==> config.mk <==
export PLATFORM = sky130hd
export DESIGN_NAME = fasdo_drive_outputs
export DESIGN_NICKNAME = d
export VERILOG_FILES = /design/src/fasdo_pkg.sv /design/src/fasdo_step_gen.sv /design/src/fasdo_drive_outputs.sv
export VERILOG_INCLUDE_DIRS = /design/src /design/src/src
export SDC_FILE = /design/constraint.sdc
export NUM_CORES = 2
export LEC_CHECK = 0
export BUFFER_PORTS_ARGS = -buffer_cell sky130_fd_sc_hd__buf_2
export CAP_MARGIN = 5
export CORE_ASPECT_RATIO = 0.5
export CORE_UTILIZATION = 36
export DETAILED_ROUTE_END_ITERATION = 7
export SETUP_SLACK_MARGIN = 0.15
export SYNTH_ARGS = -nofsm -noshare
export SYNTH_HDL_FRONTEND = slang
export SYNTH_SLANG_ARGS = --single-unit
==> constraint.sdc <==
create_clock -name mclk -period 22.3 [get_ports mclk]
set_clock_uncertainty 0.1 [all_clocks]
set_input_delay 2.23 -clock mclk [delete_from_list [all_inputs] [get_ports mclk]]
set_output_delay 2.23 -clock mclk [all_outputs]
set_load 0.005 [all_outputs]
==> src/fasdo_params.svh <==
// Notes on behaviour
// - four axes, each independently a stepper channel or an analog setpoint channel.
// - step, direction and enable outputs leave as true and inverted pairs.
// - the number of strobes emitted equals the commanded travel.
// - strobe rate is proportional to the commanded speed.
// - direction output high commands left rotation, low commands right rotation.
// - a per-axis reversal setting inverts the direction output mapping.
// - power enable is active only while the axis enable is set and RUN mode holds.
// - the drive release contact of a used axis closes together with power enable, once axis enable, controller enable and RUN mode all hold.
// - power enable and release contact change in the same cycle.
// - analog setpoints are linearly interpolated across each servo cycle.
// - the setpoint filter can be switched off and is on after reset.
// - the setpoint filter time is configurable.
// - an unused axis turns its release contact into a general digital output.
`ifndef FASDO_PARAMS_SVH
`define FASDO_PARAMS_SVH
`define FASDO_CLK_HZ          25000000
`define FASDO_STROBE_HIGH_NS  2000
`define FASDO_STROBE_HIGH_CYC ((`FASDO_STROBE_HIGH_NS * 25 + 999) / 1000)
`define FASDO_SERVO_CYC       4000
`define FASDO_FILTER_RST      1'b1
`define FASDO_FILTER_SHIFT_RST 4'h4
`endif

==> src/fasdo_pkg.sv <==
package fasdo_pkg;
    typedef enum logic {FASDO_STEPPER, FASDO_ANALOG} fasdo_mode_t;
    typedef enum {FASDO_IDLE, FASDO_HIGH, FASDO_LOW} fasdo_step_state_t;
endpackage

==> src/fasdo_step_gen.sv <==
`timescale 1ns/10ps
`include "fasdo_params.svh"
module fasdo_step_gen
    import fasdo_pkg::*;
#(
    parameter int POS_W  = 32,
    parameter int RATE_W = 16,
    parameter int HIGH_C = `FASDO_STROBE_HIGH_CYC
) (
    input  wire logic              mclk,
    input  wire logic              sys_rst,
    input  wire logic              moveLoad,
    input  wire logic [POS_W-1:0]  moveSteps,
    input  wire logic              moveLeft,
    input  wire logic [RATE_W-1:0] stepRate,
    input  wire logic              reverseDir,
    input  wire logic              chanActive,
    output logic                   stepStrobe,
    output logic                   rotSense,
    output logic                   moveBusy
);
    localparam int PH_W = RATE_W + 8;
    fasdo_step_state_t            state_q, state_d;
    logic [POS_W-1:0]             left_q, left_d;
    logic [PH_W-1:0]              phase_q, phase_d;
    logic [7:0]                   hcnt_q, hcnt_d;
    logic                         strobe_q, strobe_d;
    logic                         dir_q, dir_d;
    logic                         pendDir_q, pendDir_d;
    logic [PH_W:0]                phSum;

    if (HIGH_C < 1 || HIGH_C > 255) begin : g_bad_high
        $error("strobe high count out of range");
    end

    always_comb begin
        phSum     = {1'b0, phase_q} + {{(PH_W-RATE_W+1){1'b0}}, stepRate};
        state_d   = state_q;
        left_d    = left_q;
        phase_d   = phase_q;
        hcnt_d    = hcnt_q;
        strobe_d  = strobe_q;
        dir_d     = dir_q;
        pendDir_d = pendDir_q;
        if (moveLoad && chanActive) begin
            left_d    = moveSteps;
            pendDir_d = moveLeft ^ reverseDir;
        end
        unique case (state_q)
            FASDO_IDLE, FASDO_LOW: begin
                strobe_d = 1'b0;
                dir_d    = pendDir_d;
                if (!chanActive) begin
                    left_d  = '0;
                    state_d = FASDO_IDLE;
                end else if (left_d != '0 && dir_q == pendDir_d) begin
                    phase_d = phSum[PH_W-1:0];
                    if (phSum[PH_W]) begin
                        state_d  = FASDO_HIGH;
                        strobe_d = 1'b1;
                        hcnt_d   = 8'(HIGH_C - 1);
                        left_d   = left_d - 1'b1;
                    end
                end else begin
                    state_d = FASDO_IDLE;
                end
            end
            FASDO_HIGH: begin
                phase_d = phSum[PH_W-1:0];
                if (hcnt_q == 8'h00) begin
                    strobe_d = 1'b0;
                    state_d  = FASDO_LOW;
                end else begin
                    hcnt_d = hcnt_q - 8'h01;
                end
            end
        endcase
    end

    always_ff @(posedge mclk) begin
        if (sys_rst) begin
            state_q   <= FASDO_IDLE;
            left_q    <= '0;
            phase_q   <= '0;
            hcnt_q    <= 8'h00;
            strobe_q  <= 1'b0;
            dir_q     <= 1'b0;
            pendDir_q <= 1'b0;
        end else begin
            state_q   <= state_d;
            left_q    <= left_d;
            phase_q   <= phase_d;
            hcnt_q    <= hcnt_d;
            strobe_q  <= strobe_d;
            dir_q     <= dir_d;
            pendDir_q <= pendDir_d;
        end
    end

    assign stepStrobe = strobe_q;
    assign rotSense   = dir_q;
    assign moveBusy   = (left_q != '0) || (state_q == FASDO_HIGH);
endmodule // fasdo_step_gen

==> src/fasdo_drive_outputs.sv <==
`timescale 1ns/10ps
`include "fasdo_params.svh"
module fasdo_drive_outputs
    import fasdo_pkg::*;
#(
    parameter int AXES     = 4,
    parameter int POS_W    = 32,
    parameter int RATE_W   = 16,
    parameter int DAC_W    = 16,
    parameter int SERVO_C  = `FASDO_SERVO_CYC
) (
    input  wire logic                    mclk,
    input  wire logic                    sys_rst,
    input  wire logic                    runMode,
    input  wire logic [AXES-1:0]         axisAnalog,
    input  wire logic [AXES-1:0]         axisUsed,
    input  wire logic [AXES-1:0]         axisEnable,
    input  wire logic [AXES-1:0]         ctrlEnable,
    input  wire logic [AXES-1:0]         gpOutValue,
    input  wire logic [AXES-1:0]         reverseDir,
    input  wire logic [AXES-1:0]         moveLoad,
    input  wire logic [AXES*POS_W-1:0]   moveSteps,
    input  wire logic [AXES-1:0]         moveLeft,
    input  wire logic [AXES*RATE_W-1:0]  stepRate,
    input  wire logic [AXES-1:0]         setpointLoad,
    input  wire logic [AXES*DAC_W-1:0]   setpointValue,
    input  wire logic                    filterEnableWr,
    input  wire logic                    filterEnableIn,
    input  wire logic                    filterShiftWr,
    input  wire logic [3:0]              filterShiftIn,
    output logic [AXES-1:0]              stepStrobe,
    output logic [AXES-1:0]              stepStrobeN,
    output logic [AXES-1:0]              rotSense,
    output logic [AXES-1:0]              rotSenseN,
    output logic [AXES-1:0]              powerEnable,
    output logic [AXES-1:0]              powerEnableN,
    output logic [AXES-1:0]              driveReleaseContact,
    output logic [AXES-1:0]              moveBusy,
    output logic [AXES*DAC_W-1:0]        speedSetpointOut,
    output logic                         servoTick,
    output logic                         filterEnable,
    output logic [3:0]                   filterShift
);
    localparam int SC_W = $clog2(SERVO_C + 1);
    localparam int AC_W = DAC_W + SC_W + 2;

    logic [SC_W-1:0]          servo_q, servo_d;
    logic                     filtEn_q, filtEn_d;
    logic [3:0]               filtSh_q, filtSh_d;
    logic [AXES-1:0]          pEn_q, pEn_d;
    logic [AXES-1:0]          rel_q, rel_d;
    logic [AXES-1:0]          strobeRaw;
    logic [AXES-1:0]          senseRaw;
    logic [AXES-1:0]          strobe_q, sense_q;
    logic signed [DAC_W-1:0]  tgt_q  [AXES], tgt_d  [AXES];
    logic signed [DAC_W-1:0]  base_q [AXES], base_d [AXES];
    logic signed [AC_W-1:0]   acc_q  [AXES], acc_d  [AXES];
    logic signed [DAC_W-1:0]  interp_q [AXES], interp_d [AXES];
    logic signed [AC_W-1:0]   filt_q [AXES], filt_d [AXES];
    logic signed [DAC_W-1:0]  seg_q  [AXES], seg_d  [AXES];

    if (AXES < 1 || AXES > 4) begin : g_bad_axes
        $error("axis count must be 1 to 4");
    end
    if (SERVO_C < 2) begin : g_bad_servo
        $error("servo cycle too short");
    end

    for (genvar a = 0; a < AXES; a++) begin : g_step
        fasdo_step_gen #(
            .POS_W  (POS_W),
            .RATE_W (RATE_W)
        ) u_step (
            .mclk       (mclk),
            .sys_rst    (sys_rst),
            .moveLoad   (moveLoad[a]),
            .moveSteps  (moveSteps[a*POS_W +: POS_W]),
            .moveLeft   (moveLeft[a]),
            .stepRate   (stepRate[a*RATE_W +: RATE_W]),
            .reverseDir (reverseDir[a]),
            .chanActive (axisUsed[a] && !axisAnalog[a]),
            .stepStrobe (strobeRaw[a]),
            .rotSense   (senseRaw[a]),
            .moveBusy   (moveBusy[a])
        );
    end

    always_comb begin
        servo_d  = (servo_q == SC_W'(SERVO_C - 1)) ? '0 : servo_q + 1'b1;
        filtEn_d = filterEnableWr ? filterEnableIn : filtEn_q;
        filtSh_d = filterShiftWr ? filterShiftIn : filtSh_q;
        for (int a = 0; a < AXES; a++) begin
            pEn_d[a] = axisUsed[a] && axisEnable[a] && ctrlEnable[a] && runMode;
            rel_d[a] = axisUsed[a] ? pEn_d[a] : gpOutValue[a];
        end
    end

    always_ff @(posedge mclk) begin
        if (sys_rst) begin
            servo_q  <= '0;
            filtEn_q <= `FASDO_FILTER_RST;
            filtSh_q <= `FASDO_FILTER_SHIFT_RST;
            pEn_q    <= '0;
            rel_q    <= '0;
            strobe_q <= '0;
            sense_q  <= '0;
        end else begin
            servo_q  <= servo_d;
            filtEn_q <= filtEn_d;
            filtSh_q <= filtSh_d;
            pEn_q    <= pEn_d;
            rel_q    <= rel_d;
            strobe_q <= strobeRaw;
            sense_q  <= senseRaw;
        end
    end

    // setpoint interpolation and optional first order filter
    always_comb begin
        logic signed [AC_W-1:0] delta;
        logic signed [AC_W-1:0] step;
        delta = '0;
        step  = '0;
        for (int a = 0; a < AXES; a++) begin
            tgt_d[a]    = setpointLoad[a] ? setpointValue[a*DAC_W +: DAC_W] : tgt_q[a];
            base_d[a]   = base_q[a];
            acc_d[a]    = acc_q[a];
            interp_d[a] = interp_q[a];
            filt_d[a]   = filt_q[a];
            seg_d[a]    = seg_q[a];
            if (!(axisUsed[a] && axisAnalog[a]) && axisUsed[a]) begin
                acc_d[a]    = '0;
                interp_d[a] = '0;
                base_d[a]   = '0;
                seg_d[a]    = '0;
            end else if (servo_q == '0) begin
                // new segment: start where the last one ended, aim at the latest target
                base_d[a]   = seg_q[a];
                seg_d[a]    = tgt_q[a];
                delta       = AC_W'(tgt_q[a]) - AC_W'(seg_q[a]);
                acc_d[a]    = delta;
                step        = acc_d[a] / AC_W'(SERVO_C);
                interp_d[a] = DAC_W'(AC_W'(seg_q[a]) + step);
            end else begin
                delta       = AC_W'(seg_q[a]) - AC_W'(base_q[a]);
                acc_d[a]    = acc_q[a] + delta;
                step        = acc_d[a] / AC_W'(SERVO_C);
                interp_d[a] = DAC_W'(AC_W'(base_q[a]) + step);
            end
            if (filtEn_q)
                filt_d[a] = filt_q[a] + ((AC_W'(interp_q[a]) - filt_q[a]) >>> filtSh_q);
            else
                filt_d[a] = AC_W'(interp_q[a]);
        end
    end

    always_ff @(posedge mclk) begin
        for (int a = 0; a < AXES; a++) begin
            if (sys_rst) begin
                tgt_q[a]    <= '0;
                base_q[a]   <= '0;
                acc_q[a]    <= '0;
                interp_q[a] <= '0;
                filt_q[a]   <= '0;
                seg_q[a]    <= '0;
            end else begin
                tgt_q[a]    <= tgt_d[a];
                base_q[a]   <= base_d[a];
                acc_q[a]    <= acc_d[a];
                interp_q[a] <= interp_d[a];
                filt_q[a]   <= filt_d[a];
                seg_q[a]    <= seg_d[a];
            end
        end
    end

    for (genvar a = 0; a < AXES; a++) begin : g_out
        assign speedSetpointOut[a*DAC_W +: DAC_W] = DAC_W'(filt_q[a]);
    end

    assign stepStrobe          = strobe_q;
    assign stepStrobeN         = ~strobe_q;
    assign rotSense            = sense_q;
    assign rotSenseN           = ~sense_q;
    assign powerEnable         = pEn_q;
    assign powerEnableN        = ~pEn_q;
    assign driveReleaseContact = rel_q;
    assign servoTick           = (servo_q == '0);
    assign filterEnable        = filtEn_q;
    assign filterShift         = filtSh_q;
endmodule // fasdo_drive_outputs

## Word level (Yosys, flattened, before mapping)

Memory sizes are Yosys's and may differ from the RTL's.
Index checks and enable logic that the tools add are counted.

| operators by class | value |
|---|---|
| add/subtract/negate cells | 41 |
| div/mod/pow operators | 8 |
| equality and inequality tests | 41 |
| shifts and indexed selects | 4 |
| muxes and demuxes | 167 |
| bitwise operators | 31 |
| reduce and logical (&&, ||, !) cells | 78 |

Operators with widths:

| cell | count |
|---|---|
| 32-bit 2-to-1 mux | 36 |
| 16-bit 2-to-1 mux | 44 |
| 30-bit 2-to-1 mux | 20 |
| 32-bit by 2-bit == test with 1-bit output, second input constant | 8 |
| 32-bit case mux with 2 select lines | 4 |
| 32-bit nonzero test | 8 |
| 30-bit by 13-bit divider with 30-bit output, second input constant | 8 |
| 24-bit 2-to-1 mux | 8 |
| 24-bit case mux with 2 select lines | 4 |
| 16-bit by 16-bit subtractor with 17-bit output | 8 |
| 16-bit adder | 8 |
| 32-bit by 1-bit == test with 1-bit output, second input constant | 4 |
| 32-bit logical NOT | 4 |
| 8-bit 2-to-1 mux | 16 |
| 32-bit by 1-bit subtractor with 32-bit output, second input constant | 4 |
| 30-bit by 17-bit adder with 30-bit output | 4 |
| 30-bit adder | 4 |
| 30-bit by 4-bit >>> shifter with 30-bit output | 4 |
| 16-bit by 30-bit subtractor with 30-bit output | 4 |
| 24-bit by 16-bit adder with 25-bit output | 4 |
| 8-bit case mux with 2 select lines | 4 |
| 1-bit logical AND | 32 |
| 8-bit logical NOT | 4 |
| 2-bit by 1-bit inequality test with 1-bit output, second input constant | 16 |
| other kinds (17) | 110 |

| storage, ports and cells | value |
|---|---|
| flip-flop bits (word level) | 429 |
| bits in writable memories | 496 |
| bits of input ports | 302 |
| output and inout bits | 102 |
| logic and storage cells | 411 |
| memories kept | 6 |

Memories:

| memory | words | bits a word | read ports | clocked after memory_dff | wr ports | line | source |
|---|---|---|---|---|---|---|---|
| acc_q | 4 | 30 | 4 | 0 | 4 | fasdo_drive_outputs.sv:57 | `logic signed [AC_W-1:0] acc_q [AXES], acc_d [AXES];` |
| filt_q | 4 | 30 | 4 | 0 | 4 | fasdo_drive_outputs.sv:59 | `logic signed [AC_W-1:0] filt_q [AXES], filt_d [AXES];` |
| base_q | 4 | 16 | 4 | 0 | 4 | fasdo_drive_outputs.sv:56 | `logic signed [DAC_W-1:0] base_q [AXES], base_d [AXES];` |
| interp_q | 4 | 16 | 4 | 0 | 4 | fasdo_drive_outputs.sv:58 | `logic signed [DAC_W-1:0] interp_q [AXES], interp_d [AXES];` |
| seg_q | 4 | 16 | 4 | 0 | 4 | fasdo_drive_outputs.sv:60 | `logic signed [DAC_W-1:0] seg_q [AXES], seg_d [AXES];` |
| tgt_q | 4 | 16 | 4 | 0 | 4 | fasdo_drive_outputs.sv:55 | `logic signed [DAC_W-1:0] tgt_q [AXES], tgt_d [AXES];` |

## Logic depth before layout (Yosys ltp)

| depth | value |
|---|---|
| depth in word-level cells | 9 |
| mapped depth | 95 |
| gate-level depth less buffers | 82 |

## By module

A second synthesis with hierarchy kept.

| second synthesis, totals | value |
|---|---|
| cells, all modules | 12,949 |
| area total of the unflattened synthesis | 97,548.6 µm² |

Modules (own cells, without submodules):

| module | instances | cells each | area each (µm²) | seq. area each (µm²) |
|---|---|---|---|---|
| fasdo_drive_outputs | 1 | 10,499 | 78,097.4 | 10,590.2 |
| fasdo_step_gen at g_step[0].u_step ... | 2 | 578 | 4,654.5 | 1,381.3 |
| fasdo_step_gen at g_step[3].u_step | 1 | 683 | 5,353.9 | 1,381.3 |
| fasdo_step_gen at g_step[1].u_step | 1 | 611 | 4,788.3 | 1,381.3 |

## Least setup slack after synthesis

Ideal clock, no wire load.

| timing path | value |
|---|---|
| path kind | register -> register |
| start | memory seg_q[0][1] |
| end | memory interp_q[0][15] |
| library setup time | 91 ps |
| arrival | 19,678 ps |
| data required time | 22,109 ps |
| slack | 2,431 ps |
| stages on the path, launching flop included | 86 |
| path buffers | 6 |
| clock period less this slack | 19,869 ps |
| cells stage by stage | dfxtp_1 -> inv_1 -> fa_1 -> fa_1 -> nor2b_1 -> o21ai_1 -> a21o_1 -> a211o_1 -> and3_1 -> clkbuf_1 -> or3_1 -> or4_4 -> or4_4 -> a211oi_1 -> a311oi_1 -> o32a_1 -> o211ai_2 -> nand2_1 -> (+50 left out) -> a21o_1 -> a21o_1 -> a21o_1 -> a21oi_1 -> o21bai_1 -> a21oi_1 -> o21bai_1 -> a21oi_1 -> o21bai_1 -> a21oi_1 -> o21bai_1 -> a21oi_1 -> o21bai_1 -> a21oi_1 -> xnor2_1 -> xnor2_1 -> or3_1 -> a311oi_1 |

RTL lines:

| what | line |
|---|---|
| start, declared | fasdo_drive_outputs.sv:60 |
| end, declared | fasdo_drive_outputs.sv:58 |

==> impl_metrics.py <==
metrics = {
    "clocking": {
        "h-tree-depth": 3,
        "clkTransAtPathRegs_ps": 60,
        "cts_tree": "done",
        "cts_num_sinks": 805,
        "root_buffer": "clkbuf_16",
        "ctsHoldBuffers": 0,
        "clock_path_buffers": 3,
        "insertion_delay_ps": 720,
        "numCtsBuffers": 91,
    },
    "die": {
        "core_um2": 255000,
        "start_util_pct": 36.2,
        "ios": 404,
        "die_h_um": 360,
        "fp.dieArea_um2": 259000,
        "num_rows": 131,
        "fp.dieW_um": 719,
    },
    "routing": {
        "drtIter0Drc": 6476,
        "via_per_inst": 5.53,
        "drt_pass1_iterations": 6,
        "routed_wl_um": 290000,
        "wl_per_cell_um": 17.7,
        "drc": 0,
        "ant_nets": 0,
        "vias": 90600,
    },
    "synth": {
        "synth_cell_types": 135,
        "synth_top_family_by_area": "compound AO/OA/AOI/OAI gates",
        "yosys-top-cells-area": "dfxtp_1 17%, ha_1 8.6%, xnor2_1 7.5%, a21oi_1 7.1%, mux2i_1 6.2%",
        "synth_mux_area_share_pct": 7.18,
        "syn_avg_cell_area_um2": 7.36,
        "yosysSeqAreaShare_pct": 17.4,
        "netlist_instances": 12600,
        "postSynth.asyncResetShare_pct": 0,
        "synth_compound_area_share_pct": 25.6,
        "synthAdderAreaFrac_pct": 11.8,
        "synthTopCellsByCount": "1320 x nor2_1, 1319 x a21oi_1, 1151 x nand2_1",
        "synth_ff_type": "dfxtp_1",
        "synthXorXnorAreaFrac_pct": 11.1,
        "ys.warnings.count": 0,
        "synth_top_area_share_pct": 17.4,
        "synth_edf_count": 0,
        "yosysTopAreaCell": "dfxtp_1",
        "ys_seq_elements": 805,
        "yosys.area_share.simple_pct": 20.1,
        "syn_area_um2": 92500,
        "synth_most_common_cell": "nor2_1",
        "synth_nets": 13600,
    },
    "placement": {
        "dpl_worst_slack_ps": -10.6,
        "hpwl_um": 226000,
        "gp_congestion": 0.925,
        "placed_area_um2": 98700,
        "port_buffers": 403,
    },
    "grt": {
        "antenna_found_initial": 28,
        "grt_pass1_vias": 84600,
        "grtUsageMet2_pct": 36.1,
        "grt_max_degree": 166,
        "grt_pass1_wl_um": 457000,
        "gr-usage-met3_pct": 1.89,
        "met1_usage_pct": 28.0,
        "track_usage_pct": 21.1,
        "gr-total-overflow": 0,
        "grt.busiest_layer": "met2",
    },
    "setup_path": {
        "cpMaxStageDelayCell": "or4b_4",
        "crit_type": "flop to flop",
        "cp_max_fo": 11,
        "r2r_slack_ps": 1070,
        "cp_data_arrival_time_ps": 21750,
        "rr_worst_depth": 80,
        "critPathLaunchType": "flop",
        "r2r_end": "interp_q[0][15]$_SDFF_PP0_",
        "r2r_start": "seg_q[0][1]$_SDFFE_PP0P_",
        "cpPeakStageDelay_ps": 650,
        "worstSetupEndpointType": "flop",
        "required_ps": 22820,
    },
    "hold_path": {
        "min_delay_path_depth": 2,
        "worstHoldStart": "g_step[1].u_step.stepStrobe$_SDFFE_PP0P_",
        "hold-path-endpoint": "g_step[1].u_step.stepStrobe$_SDFFE_PP0P_",
        "hold_path_class": "flop to flop",
    },
    "layout": {
        "syn_to_final_growth_pct": 12.6,
        "nets": 14000,
        "drive_gt1_share_pct": 11.7,
        "design_area_um2": 104000,
    },
    "sta": {
        "setup_viol": 0,
        "drv_slew": 0,
        "fmax_mhz": 47.1,
        "worst_slack_ps": 1070,
        "finalCritPeriodShare_pct": 95.2,
        "post-route-min-period_ps": 21230,
        "hold_violations": 0,
        "worstMarginPinSlew_ps": 1190,
        "rsz0062_at_grt": "true",
        "slew_headroom_pct": 20.1,
    },
    "flow_run": {
        "cap_viol_max_count": 0,
    },
    "outcome": {
        "status": "complete, no violations",
    },
}
==> critical path, delay by kind of cell, from the launching register on <==
kind                       cells  cell delay [ps]
adders and majority gates      4             1660
and+or+nand+nor               25             8030
AOI/OAI and AO/OA             46            10340
DFF                            1              380
buffers and inverters          3              350
xor gates and xnor gates       2              250
==> routing by layer <==
layer	part of all wire, %	vias to the layer above
met3	3.9	428
met1	46	42900
met5	0.024	-
met4	3.2	10
met2	47	1928
li1	-	45300
==> logic make-up (layout without fill, tap and decap cells) <==
kind of cell	Yosys count	count (layout)
and+or+nand+nor	3996	3996
AOI/OAI and AO/OA	3607	3607
buffers and inverters	1561	1954
xor gates and xnor gates	1162	1162
DFF	805	805
adders and majority gates	795	795
muxes	647	647
other	0	16
==> per-stage QoR <==
| stage | TNS, ps | hold WS (ps) | cells | util [%] |
|---|---|---|---|---|
| 2_1_floorplan | 0 | 330 | 12600 | - |
| 3_3_place_gp | 0 | 347 | 16100 | 38.7 |
| 3_5_place_dp | -10.6 | 356 | 16100 | 38.7 |
| 4_1_cts | 0 | 363 | 16300 | 40.0 |
| 5_1_grt | -217 | 388 | 16400 | 40.8 |
| 6_report | 0 | 364 | 16400 | 40.8 |
==> sequential cells by signal, indices dropped and copies added (netlist names), 4 cells and up <==
| register | cells |
|---|---|
| g_step.u_step.pendDir_q | 4 |
| filt_q | 120 |
| servo_q | 12 |
| filterShift | 4 |
| g_step.u_step.rotSense | 4 |
| g_step.u_step.phase_q | 96 |
| base_q | 64 |
| g_step.u_step.hcnt_q | 32 |
| interp_q | 64 |
| tgt_q | 64 |
| g_step.u_step.state_q | 8 |
| g_step.u_step.stepStrobe | 4 |
| g_step.u_step.left_q | 128 |
| powerEnable | 4 |
| driveReleaseContact | 4 |
| stepStrobe | 4 |
| acc_q | 120 |
| rotSense | 4 |
| seg_q | 64 |
==> worst max-delay path by stage <==
stage,start,to,slack (ps),cells after the start
after CTS,seg_q[1][9]$_SDFFE_PP0P_,interp_q[1][15]$_SDFF_PP0_,170,81
after detailed placement,seg_q[1][1]$_SDFFE_PP0P_,interp_q[1][15]$_SDFF_PP0_,-10,81
final,seg_q[0][1]$_SDFFE_PP0P_,interp_q[0][15]$_SDFF_PP0_,1070,80
after global placement,seg_q[0][1]$_SDFFE_PP0P_,interp_q[0][15]$_SDFF_PP0_,390,79
after global routing,seg_q[1][1]$_SDFFE_PP0P_,interp_q[1][15]$_SDFF_PP0_,-170,82
after floorplan,seg_q[0][1]$_SDFFE_PP0P_,interp_q[0][15]$_SDFF_PP0_,2430,85
==> placed cells by master, fill, tap and decap left out, types with 402 or more instances in the layout <==
cell | synthesis | layout
ha_1 | 634 | 634
o21ai_0 | 447 | 431
mux2i_1 | 574 | 564
buf_2 | 33 | 402
inv_1 | 1005 | 1001
nand2_1 | 1151 | 1144
xnor2_1 | 789 | 771
nor2_1 | 1320 | 1305
a21oi_1 | 1319 | 1282
dfxtp_1 | 805 | 799
==> timing repair <==
| action | in CTS | in global routing |
|---|---|---|
| pin swaps | 0 | 64 |
| cloned | 0 | 0 |
| gates resized for setup | 8 | 324 |
| setup endpoints to repair | 2 | 36 |
| setup buffers | 0 | 69 |
==> final cells by class <==
type | instances | area (um2)
Clock buffer | 121 | 2570
Fill cell | 26300 | 151000
Antenna cell | 16 | 40.0
Clock inverter | 50 | 608
Inverter | 1009 | 3800
Sequential cell | 805 | 16100
Timing Repair Buffer | 774 | 4890
Tap cell | 3391 | 4240
Multi-Input combinational cell | 10200 | 71900
Power is not shown: default switching activity piles up to over one toggle a cycle in this logic, so the estimate is an artifact.
